<file path="config.mk">
export PLATFORM = sky130hd
export DESIGN_NAME = led_grayscale_pwm_brightness
export DESIGN_NICKNAME = d
export VERILOG_FILES = /design/src/logic/led_pwm_pkg.sv /design/src/logic/channel_compare.sv /design/src/logic/led_grayscale_pwm_brightness.sv
export SDC_FILE = /design/constraint.sdc
export NUM_CORES = 1
export LEC_CHECK = 0
export BUFFER_PORTS_ARGS = -buffer_cell sky130_fd_sc_hd__buf_2
export CORE_MARGIN = 2
export CORE_UTILIZATION = 30
export CTS_CLUSTER_SIZE = 14
export DETAILED_ROUTE_END_ITERATION = 8
export GPL_ROUTABILITY_DRIVEN = 1
export GPL_TIMING_DRIVEN = 0
export PLACE_DENSITY = 0.5
export SYNTH_ARGS = -nofsm -noshare
export SYNTH_HDL_FRONTEND = slang
export SYNTH_SLANG_ARGS = --single-unit
</file>
<file path="constraint.sdc">
create_clock -name REF_CLK -period 8.97 [get_ports REF_CLK]
set_clock_uncertainty 0.15 [all_clocks]
set_input_delay 1.794 -clock REF_CLK [delete_from_list [all_inputs] [get_ports REF_CLK]]
set_output_delay 1.794 -clock REF_CLK [all_outputs]
set_load 0.02 [all_outputs]
</file>
<file path="src/logic/led_pwm_pkg.sv">
// constants and helpers shared by the grayscale pwm and current scale logic
// Notes on behaviour
// RL1 - one 7-bit scale shared by all sixteen channels
// RL2 - current ratio is quarter plus three quarters scaled
// RL3 - scale comes from second control latch, 00h-7Fh
// RL4 - controller writes scale before enabling outputs
// RL5 - each channel holds its own 12-bit gray level
// RL6 - shared counter advances on each count clock rise
// RL7 - output disable clears and holds counter at zero
// RL8 - select bit picks conventional or spread modulation
// RL9 - on-time equals gray level count clock periods
// RL10 - output disable bit is set at reset
// RL11 - controller loads gray latches before enabling outputs
// RL12 - all sinks off while output disable is set
// RL13 - first edge after enable lights nonzero channels
// RL14 - conventional channel off once counter exceeds level
// RL15 - load with restart bit restarts the period
// RL16 - auto repeat restarts period at 4096th edge
// RL17 - ended period stays dark until disable or restart
// RL18 - spread mode uses 32 segments of 128 clocks
// RL19 - spread units added in bit-reversed segment order
// RL20 - without repeat counter stops after 4096th edge
package led_pwm_pkg;

	localparam int          CHANNELS      = 16;
	localparam int          GRAY_W        = 12;
	localparam int          SCALE_W       = 7;
	localparam int          INDEX_W       = 4;
	localparam int          RATIO_W       = 9;
	localparam int          SEG_W         = 5;
	localparam int          SLOT_W        = 7;
	localparam logic [11:0] COUNT_ZERO    = 12'h000;
	localparam logic [11:0] COUNT_LAST    = 12'hFFF;
	localparam logic [11:0] COUNT_STEP    = 12'h001;
	localparam logic [8:0]  RATIO_BASE    = 9'h07F;
	localparam logic [1:0]  RATIO_MULT    = 2'h3;
	localparam logic [8:0]  RATIO_DENOM   = 9'h1FC;
	localparam logic        DISABLE_RESET = 1'b1;
	localparam logic        MODE_RESET    = 1'b0;
	localparam logic [6:0]  SCALE_RESET   = 7'h00;
	localparam logic [11:0] GRAY_RESET    = 12'h000;

	typedef enum logic [1:0] {
		PH_BLANK = 2'b00,
		PH_RUN   = 2'b01,
		PH_DONE  = 2'b10
	} phase_t;

	// segment rank in the spread order is the bit-reversed segment number
	function automatic logic [4:0] bit_reverse5(input logic [4:0] v);
		bit_reverse5 = {v[0], v[1], v[2], v[3], v[4]};
	endfunction

	// sink current as a fraction of the maximum, numerator over RATIO_DENOM
	function automatic logic [8:0] current_ratio(input logic [6:0] scale);
		current_ratio = RATIO_BASE + 9'(RATIO_MULT * scale);
	endfunction

endpackage

</file>
<file path="src/logic/channel_compare.sv">
// per-channel on decision for conventional and spread modulation
module channel_compare (
	input  wire logic [11:0] gray,
	input  wire logic [11:0] count,
	input  wire logic        spread,
	output logic             on
);

	wire logic [11:0] pos        = count - led_pwm_pkg::COUNT_STEP;
	wire logic [4:0]  segment    = pos[11:7];
	wire logic [6:0]  slot       = pos[6:0];
	wire logic [4:0]  rank       = led_pwm_pkg::bit_reverse5(segment);
	wire logic [7:0]  slots_here = {1'b0, gray[11:5]} + {7'h00, (rank < gray[4:0])}; // RL19
	wire logic        counting   = (count != led_pwm_pkg::COUNT_ZERO);
	wire logic        conv_on    = counting && (count <= gray); // RL14
	wire logic        spread_on  = counting && ({1'b0, slot} < slots_here); // RL18

	// both schemes light a channel for exactly gray clocks per period
	assign on = spread ? spread_on : conv_on; // RL8 RL9

endmodule

</file>
<file path="src/logic/led_grayscale_pwm_brightness.sv">
// grayscale pwm counter, gray and control latches, global current scale
module led_grayscale_pwm_brightness (
	input  wire logic        REF_CLK,
	input  wire logic        ARST_N,
	input  wire logic        PWM_COUNT_CLOCK,
	input  wire logic        GRAY_WRITE,
	input  wire logic [3:0]  GRAY_WRITE_INDEX,
	input  wire logic [11:0] GRAY_WRITE_DATA,
	input  wire logic        LOAD_STROBE,
	input  wire logic        CONTROL_LOAD,
	input  wire logic        OUTPUT_DISABLE_IN,
	input  wire logic        SPREAD_MODULATION_SELECT,
	input  wire logic        TIMING_RESTART_BIT,
	input  wire logic        AUTO_REPEAT_BIT,
	input  wire logic        SCALE_LOAD,
	input  wire logic [6:0]  GLOBAL_CURRENT_SCALE_IN,
	output logic      [15:0] SINK_CHANNEL,
	output logic      [6:0]  GLOBAL_CURRENT_SCALE,
	output logic      [8:0]  CURRENT_RATIO_NUM,
	output logic             OUTPUT_DISABLE,
	output logic      [11:0] GRAY_COUNT
);

	localparam int N = led_pwm_pkg::CHANNELS;

	// first gray latch takes writes, second one drives the compare
	logic [11:0]         gray_first_q [N];
	logic [11:0]         gray_disp_q  [N];
	logic                disable_q;
	logic                spread_q;
	logic                restart_q;
	logic                repeat_q;
	logic [6:0]          scale_first_q;
	logic [6:0]          scale_q;
	logic [8:0]          ratio_q;
	logic                clk_prev_q;
	logic [11:0]         cnt_q;
	logic [11:0]         cnt_d;
	led_pwm_pkg::phase_t phase_q;
	led_pwm_pkg::phase_t phase_d;
	logic [15:0]         sink_q;
	logic [15:0]         sink_d;
	logic [15:0]         hit;
	logic [15:0]         nz_mask;

	// the count clock is synchronous to REF_CLK, so a registered copy gives the edge
	wire logic count_edge    = PWM_COUNT_CLOCK && !clk_prev_q; // RL6
	wire logic running       = (phase_q == led_pwm_pkg::PH_RUN) && !disable_q;
	wire logic period_end    = count_edge && running && (cnt_q == led_pwm_pkg::COUNT_LAST);
	wire logic load_restart  = LOAD_STROBE && restart_q; // RL15
	wire logic repeat_pulse  = period_end && repeat_q; // RL16
	wire logic restart_pulse = load_restart || repeat_pulse;
	wire logic advance       = count_edge && running && !restart_pulse;
	wire logic sinks_live    = (phase_d == led_pwm_pkg::PH_RUN) && !disable_q;

	// phase: blank while disabled, run while counting, done after a period without repeat
	always_comb begin
		phase_d = phase_q;
		unique case (phase_q)
			led_pwm_pkg::PH_BLANK: begin
				if (!disable_q)
					phase_d = led_pwm_pkg::PH_RUN;
			end
			led_pwm_pkg::PH_RUN: begin
				if (period_end && !repeat_q)
					phase_d = led_pwm_pkg::PH_DONE; // RL20
			end
			led_pwm_pkg::PH_DONE: begin
				phase_d = led_pwm_pkg::PH_DONE; // RL17
			end
			default: begin
				phase_d = led_pwm_pkg::PH_BLANK;
			end
		endcase
		if (disable_q)
			phase_d = led_pwm_pkg::PH_BLANK;
		else if (restart_pulse)
			phase_d = led_pwm_pkg::PH_RUN; // RL15 RL16
	end

	// counter is cleared by disable or a restart, stalls when the period is done
	always_comb begin
		cnt_d = cnt_q;
		if (disable_q || restart_pulse)
			cnt_d = led_pwm_pkg::COUNT_ZERO; // RL7
		else if (advance)
			cnt_d = cnt_q + led_pwm_pkg::COUNT_STEP; // RL6
	end

	genvar g;
	generate
		for (g = 0; g < N; g++) begin : gen_ch
			channel_compare u_cmp (
				.gray   (gray_disp_q[g]),
				.count  (cnt_d),
				.spread (spread_q),
				.on     (hit[g])
			);
			assign nz_mask[g] = (gray_disp_q[g] != led_pwm_pkg::GRAY_RESET);
		end
	endgenerate

	// decide on the next counter value so the sinks change in the same cycle as the count
	assign sink_d = sinks_live ? hit : 16'h0000; // RL12 RL13 RL17

	always_ff @(posedge REF_CLK or negedge ARST_N) begin
		if (!ARST_N) begin
			for (int i = 0; i < N; i++) begin
				gray_first_q[i] <= led_pwm_pkg::GRAY_RESET;
				gray_disp_q[i]  <= led_pwm_pkg::GRAY_RESET;
			end
		end else begin
			if (GRAY_WRITE)
				gray_first_q[GRAY_WRITE_INDEX] <= GRAY_WRITE_DATA; // RL5
			if (LOAD_STROBE) begin
				for (int i = 0; i < N; i++)
					gray_disp_q[i] <= gray_first_q[i];
			end
		end
	end

	always_ff @(posedge REF_CLK or negedge ARST_N) begin
		if (!ARST_N) begin
			disable_q <= led_pwm_pkg::DISABLE_RESET; // RL10
			spread_q  <= led_pwm_pkg::MODE_RESET;
			restart_q <= led_pwm_pkg::MODE_RESET;
			repeat_q  <= led_pwm_pkg::MODE_RESET;
		end else if (CONTROL_LOAD) begin
			disable_q <= OUTPUT_DISABLE_IN;
			spread_q  <= SPREAD_MODULATION_SELECT; // RL8
			restart_q <= TIMING_RESTART_BIT;
			repeat_q  <= AUTO_REPEAT_BIT;
		end
	end

	// scale is staged in the first latch and applied from the second on LOAD_STROBE
	always_ff @(posedge REF_CLK or negedge ARST_N) begin
		if (!ARST_N) begin
			scale_first_q <= led_pwm_pkg::SCALE_RESET;
			scale_q       <= led_pwm_pkg::SCALE_RESET;
			ratio_q       <= led_pwm_pkg::RATIO_BASE;
		end else begin
			if (SCALE_LOAD)
				scale_first_q <= GLOBAL_CURRENT_SCALE_IN;
			if (LOAD_STROBE) begin
				scale_q <= scale_first_q; // RL3 RL1
				ratio_q <= led_pwm_pkg::current_ratio(scale_first_q); // RL2
			end
		end
	end

	always_ff @(posedge REF_CLK or negedge ARST_N) begin
		if (!ARST_N) begin
			clk_prev_q <= 1'b0;
			cnt_q      <= led_pwm_pkg::COUNT_ZERO;
			phase_q    <= led_pwm_pkg::PH_BLANK;
			sink_q     <= 16'h0000;
		end else begin
			clk_prev_q <= PWM_COUNT_CLOCK;
			cnt_q      <= cnt_d;
			phase_q    <= phase_d;
			sink_q     <= sink_d;
		end
	end

	assign SINK_CHANNEL         = sink_q;
	assign GLOBAL_CURRENT_SCALE = scale_q;
	assign CURRENT_RATIO_NUM    = ratio_q;
	assign OUTPUT_DISABLE       = disable_q;
	assign GRAY_COUNT           = cnt_q;

	// checking aid: on-time of channel 1 in count slots over one period
	// a mid-period load or mode change makes the period uneven, so the check skips it
	logic [12:0] on_slots_q;
	logic        level_steady_q;

	always_ff @(posedge REF_CLK or negedge ARST_N) begin
		if (!ARST_N) begin
			on_slots_q     <= 13'h0000;
			level_steady_q <= 1'b1;
		end else if (disable_q || restart_pulse) begin
			on_slots_q     <= 13'h0000;
			level_steady_q <= 1'b1;
		end else begin
			if (advance && hit[1])
				on_slots_q <= on_slots_q + 13'h0001;
			if (LOAD_STROBE || CONTROL_LOAD)
				level_steady_q <= 1'b0;
		end
	end
endmodule

</file>
==> impl_metrics.ini, run 1 <==
[run_status]
status = finished, final reports clean

[worst_setup_path]
r2r_cells = 24
required_ns = 9.29
path_depth = 24
r2r_setup_slack_ns = 1.08
critPathSlowestCell = a21boi_2
crit_chain = clkbuf_1 -> a21oi_2 -> a21boi_2 -> clkbuf_2 -> nand2_4 -> ha_1 -> nand2_1 -> nand2b_1 -> nor2_1 -> xor2_4 -> buf_16 -> ha_1 -> a2111o_1 -> o22ai_1 -> ha_1 -> ha_1 -> and3_1 -> nand3_1 -> xnor2_1 -> ha_1 -> nand4_1 -> a211oi_1 -> o221ai_1 -> o311a_1
crit_type = primary input to flop
arrival_ns = 9.10
crit_path_start_kind = primary input
max_stage_delay_ns = 0.73
crit_family = compound AO/OA/AOI/OAI gates
critPathBufInv = 3
cp_common_cell = ha_1
end_kind = flop
critPathMaxFanout = 18

[timing]
finalCritPeriodShare = 0.979
finalSetupViolCount = 0
min_period_ns = 8.78
grt_setup_unrepaired = false
fmax_mhz = 114
hold_slack_ns = 0.312
fin_ws_ns = 0.190
hold_violations = 0
relSlewSlack = 0.0299
finalMaxSlewViolations = 0
tightest_slew_ns = 1.46

[floorplan]
num_io_pins = 79
die_y_um = 304
start_util = 0.301
coreArea_um2 = 89700
die_area_um2 = 92600
rows = 110
die_width_um = 304

[power_and_ir_drop]
p_leak_nw = 14.3
p_seq_frac = 0.401
combinationalPowerShare = 0.258
ir_drop_uv = 162
swShare = 0.321
p_int_mw = 4.51
p_total_mw = 6.64
powerDensity_nw_per_um2 = 211
switching_power_mw = 2.13
clkPwrFrac = 0.340

[global_routing]
overflow = 0
grt_max_degree = 107
grt_use_total = 0.191
grt_pass1_vias = 20279
grt_pass1_wl_um = 133000
antenna_found_initial = 10

[yosys]
synthTopCellsByArea = dfrtp_1 40%, ha_1 18%, mux2_2 9.4%
yosysWarnings = 0
synth_top_area_frac = 0.402
netlist_instances = 2679
ys.flop_type = dfrtp_1
synth_most_common_cell = dfrtp_1
syn_area_um2 = 27000
synth_edf_count = 0
ys_ff_latch = 442
synthArstFlopShare = 1.00
synth_top_area_cell = dfrtp_1
synth_cell_type_count = 63
syn_area_per_cell_um2 = 10.1
synth_seq_area_share = 0.409
synthTopCellsByCount = 434 x dfrtp_1, 383 x ha_1, 267 x o21ai_0
syn-num-nets = 3096

[placed_design]
portBuffers = 75
dp_hpwl_um = 62100
place_ws_ns = -1.64
gp_congestion = 0.832

[clocking]
clock_path_buffers = 3
cts_root_buf = clkbuf_16
clock-sinks = 442
post-cts-setup-buffers = 0
clk_pin_slew_worst_paths_ns = 0.06
htreeDepth = 2
cts_made_buffers = 52
cts_tree = built
clk-insertion-delay-late_ns = 0.64
cts_hold_buf = 0
cts_resized = 3

[final_layout]
fillers = 9157
drive_gt1_frac = 0.162
utilization = 0.350
area_delta_synth_final_pct = 16.2
nets = 3249

[detailed_routing]
wl_um = 88500
postRouteAntennaNets = 0
wl_per_cell_um = 21.8
vias = 20523
avgViaCountPerCell = 5.06
drt_iter0_drc = 1323
first_pass_iters = 5
drc = 0

[worst_hold_path]
hp-class = flop to flop
holdPathStages = 2

[run]
maxCapViolations = 0
==> area by class of cell <==
type	instances	area (um2)	area share
flip-flops and latches	442	11100	0.352
diodes	6	15.0	0.000478
clock inverters	27	359	0.0114
clock buffers	66	1440	0.0456
plain buffers	89	349	0.0111
multi-input cells	1901	14900	0.473
well taps	1176	1470	0.0468
inverters	247	927	0.0295
repair buffers	99	941	0.0299
==> tightest hold or removal path, stage by stage, from the launching register on <==
cell	delay, ns
dfrtp_1	0.34
nand2_1	0.05
o21ai_0	0.06
==> cells in the final DEF (no fill, tap or decap), types with 7 or more instances in the layout <==
| master | n |
|---|---|
| clkinv_2 | 13 |
| nor2_1 | 98 |
| o221ai_1 | 10 |
| a31o_2 | 11 |
| o21ai_0 | 264 |
| nand2b_1 | 39 |
| a2111o_1 | 8 |
| a31oi_1 | 28 |
| xnor2_1 | 106 |
| and3_1 | 36 |
| nor2b_1 | 27 |
| buf_16 | 14 |
| o31ai_1 | 8 |
| nand3_1 | 73 |
| inv_1 | 246 |
| a211oi_1 | 16 |
| a221oi_1 | 11 |
| mux2_2 | 226 |
| ha_1 | 383 |
| a21oi_1 | 77 |
| buf_8 | 7 |
| bufinv_16 | 7 |
| nand2_1 | 249 |
| clkbuf_16 | 53 |
| o22ai_1 | 10 |
| buf_2 | 79 |
| o21a_1 | 33 |
| nand4_1 | 54 |
| o311a_1 | 16 |
| a21o_1 | 23 |
| nor3_1 | 19 |
| dfstp_2 | 8 |
| dfrtp_1 | 434 |
| clkbuf_1 | 83 |
==> metal layers <==
layer / up-vias / global-route usage / wire [um]
met2: 430 / 0.318 / 41000
met1: 10154 / 0.265 / 40900
met3: 124 / 0.0240 / 4440
li1: 9809 / - / -
met4: 6 / 0.0450 / 2150
met5: - / 0 / 41
==> sequential cells by signal (all words and copies together) (netlist names), 2 cells and up <==
signal / cells
gray_disp_q: 192
gray_first_q: 192
SINK_CHANNEL: 16
GRAY_COUNT: 12
CURRENT_RATIO_NUM: 9
GLOBAL_CURRENT_SCALE: 7
scale_first_q: 7
phase_q: 2
==> power by group through the flow <==
stage               clock network, mW  logic (mW)  registers, mW
finish                           2.26        1.71           2.67
CTS                              2.31        1.72           2.66
floorplan                           0        1.21           2.65
detailed placement                  0        1.71           2.70
global route                     2.39        1.97           2.72
global placement                    0        1.65           2.69
==> cell families after synthesis <==
| group | Yosys count | synth area share |
|---|---|---|
| compound gates | 542 | 0.122 |
| xor+xnor | 114 | 0.0369 |
| fa+ha+maj | 385 | 0.178 |
| buf+inv | 336 | 0.0471 |
| flops | 442 | 0.409 |
| mux | 229 | 0.0952 |
| simple gates | 631 | 0.112 |
==> through the flow <==
stage | cell area (um2) | instances | TNS, ns
2_1_floorplan | 27000 | 2679 | 0
3_3_place_gp | 28900 | 3930 | -1630.42
3_5_place_dp | 29600 | 3954 | -21.77
4_1_cts | 31400 | 4047 | 0
5_1_grt | 31400 | 4047 | 0
6_report | 31400 | 4053 | 0
==> worst paths after layout <==
path	startpoint	end
worst max-delay path	LOAD_STROBE	SINK_CHANNEL[1]$_DFF_PN0_
max in group asynchronous	ARST_N	gray_disp_q[124]$_DFFE_PN0P_
worst max register to register	phase_q[0]$_DFF_PN0_	SINK_CHANNEL[1]$_DFF_PN0_
worst min register to register	gray_first_q[41]$_DFFE_PN0P_	gray_disp_q[41]$_DFFE_PN0P_
worst min-delay path	gray_first_q[41]$_DFFE_PN0P_	gray_disp_q[41]$_DFFE_PN0P_
min in group asynchronous	ARST_N	gray_first_q[18]$_DFFE_PN0P_
Note: power is estimated with default switching activity, not from simulation.
==> inputs of run 2 (changes only) <==
clock period = 8.6 ns   (was 8.97 ns; I/O delays follow)
==> impl_metrics.ini, run 2 (synthesized netlist as in run 1, its figures left out) <==
[final_layout]
most-common-layout-cells = 434 x dfrtp_1, 383 x ha_1, 264 x o21ai_0
fillers = 9161
drive_gt1_frac = 0.163
nets = 3249
mostFrequentLayoutCell = dfrtp_1
stdcell_count = 4049
area_delta_synth_final_pct = 16.3

[detailed_routing]
drt-met1-wl_um = 40700
avgViaCountPerCell = 5.06
wl_met2_um = 40900
drc = 0
postRouteAntennaNets = 0
top_layer = met5
dr_wl_met3_um = 4730
vias = 20486
wl_um = 88500
first_pass_iters = 5
drt_iter0_drc = 1327
wl_per_cell_um = 21.9

[global_routing]
grt_use_total = 0.191
antenna_found_initial = 10
grt_max_degree = 107
grt_pass1_wl_um = 133000
overflow = 0
grt_pass1_vias = 20280

[floorplan]
num_io_pins = 79
start_util = 0.301
rows = 110
die_y_um = 304
die_area_um2 = 92600
die_width_um = 304
coreArea_um2 = 89700

[worst_hold_path]
hp-class = flop to flop
min_to = gray_disp_q[41]$_DFFE_PN0P_
hp-start = gray_first_q[41]$_DFFE_PN0P_
holdPathStages = 2

[clocking]
post-cts-setup-buffers = 0
cts_made_buffers = 52
clock-sinks = 442
clk-insertion-delay-late_ns = 0.64
cts_root_buf = clkbuf_16
clock_path_buffers = 3
clk_pin_slew_worst_paths_ns = 0.06
htreeDepth = 2
cts_tree = built
cts_hold_buf = 0

[timing]
hold_slack_ns = 0.310
relSlewSlack = 0.0112
finalSetupViolCount = 0
hold_violations = 0
finalMaxSlewViolations = 0
finalCritPeriodShare = 0.969
fmax_mhz = 120
tightest_slew_ns = 1.48
grt_setup_unrepaired = false
min_period_ns = 8.34

[run_status]
status = finished, final reports clean

[worst_setup_path]
crit_path_start_kind = primary input
crit-reg2reg-capture = SINK_CHANNEL[1]$_DFF_PN0_
end_kind = flop
r2r_cells = 25
critPathMaxFanout = 18
r2r_start = GRAY_COUNT[0]$_DFF_PN0_
crit_type = primary input to flop
r2r_setup_slack_ns = 0.81
arrival_ns = 8.66
required_ns = 8.92

[placed_design]
placedCellCount = 3954
portBuffers = 75
dp_hpwl_um = 62100
gp_congestion = 0.832

[power_and_ir_drop]
powerDensity_nw_per_um2 = 220
p_leak_nw = 14.3
ir_drop_uv = 169

[run]
maxCapViolations = 0
[run 2: power breakdown]
| part | leakage [nW] | internal, mW | total, mW | switching, mW |
|---|---|---|---|---|
| Combinational | 7.93 | 0.802 | 1.79 | 0.987 |
| Clock | 0.873 | 1.39 | 2.36 | 0.968 |
| Sequential | 5.52 | 2.51 | 2.78 | 0.267 |
| Total | 14.3 | 4.71 | 6.93 | 2.22 |
[run 2: critical path, stage by stage]
cell and delay, ns:
clkbuf_1 0.48, a21oi_4 0.46, a21boi_4 0.52, clkbuf_2 0.52, nand2_4 0.43, ha_1 0.42, nand2_1 0.10, nand2b_1 0.26
nor2_1 0.15, xor2_4 0.43, buf_16 0.23, ha_1 0.26, a2111o_1 0.41, o22ai_1 0.20, ha_1 0.23, ha_1 0.18
and3_1 0.20, nand3_1 0.10, xnor2_1 0.14, ha_1 0.30, nand4_1 0.11, a211oi_1 0.31, o221ai_1 0.17, o311a_1 0.26
[run 2: stage by stage]
stage / util / instance area, um2 / total power [mW] / TNS, ns / setup slack [ns]
finish: 0.350 / 31400 / 6.93 / 0 / 0.263
global route: 0.350 / 31400 / 7.38 / 0 / 0.104
CTS: 0.350 / 31400 / 6.98 / 0 / 0.0108
detailed placement: 0.330 / 29600 / 4.60 / -26.51 / -1.94
global placement: 0.322 / 28900 / 4.54 / -1765.98 / -4.43
floorplan: - / 27000 / 4.03 / 0 / 0.934
[run 2: worst max path at each step]
stage / start / end / slack [ns] / depth (start not counted)
floorplan: PWM_COUNT_CLOCK / SINK_CHANNEL[12]$_DFF_PN0_ / 0.93 / 26
finish: LOAD_STROBE / SINK_CHANNEL[1]$_DFF_PN0_ / 0.26 / 24
CTS: PWM_COUNT_CLOCK / SINK_CHANNEL[1]$_DFF_PN0_ / 0.01 / 25
detailed placement: LOAD_STROBE / SINK_CHANNEL[1]$_DFF_PN0_ / -1.94 / 24
global route: LOAD_STROBE / SINK_CHANNEL[1]$_DFF_PN0_ / 0.10 / 24
global placement: PWM_COUNT_CLOCK / SINK_CHANNEL[1]$_DFF_PN0_ / -4.43 / 24
[run 2: final cells by class]
type                       instances  area, um2  share of cell area
multi-input combinational       1901      14900               0.473
sequential                       442      11100               0.352
tap                             1176       1470              0.0468
clock buffer                      66       1440              0.0456
timing repair buffer              99        941              0.0299
inverter                         247        927              0.0295
clock inverter                    27        359              0.0114
buffer                            89        350              0.0111
antenna                            2       5.00            0.000159
[run 2: routing by layer]
metal  track usage  up-vias
li1              -     9800
met1         0.265    10103
met4        0.0450        6
met3        0.0240      126
met5             0        -
met2         0.317      451
[run 2: timing repair]
item	4_1_cts	5_1_grt
endpoints found under the setup margin	16	7
gates cloned	0	0
resized for setup	5	4
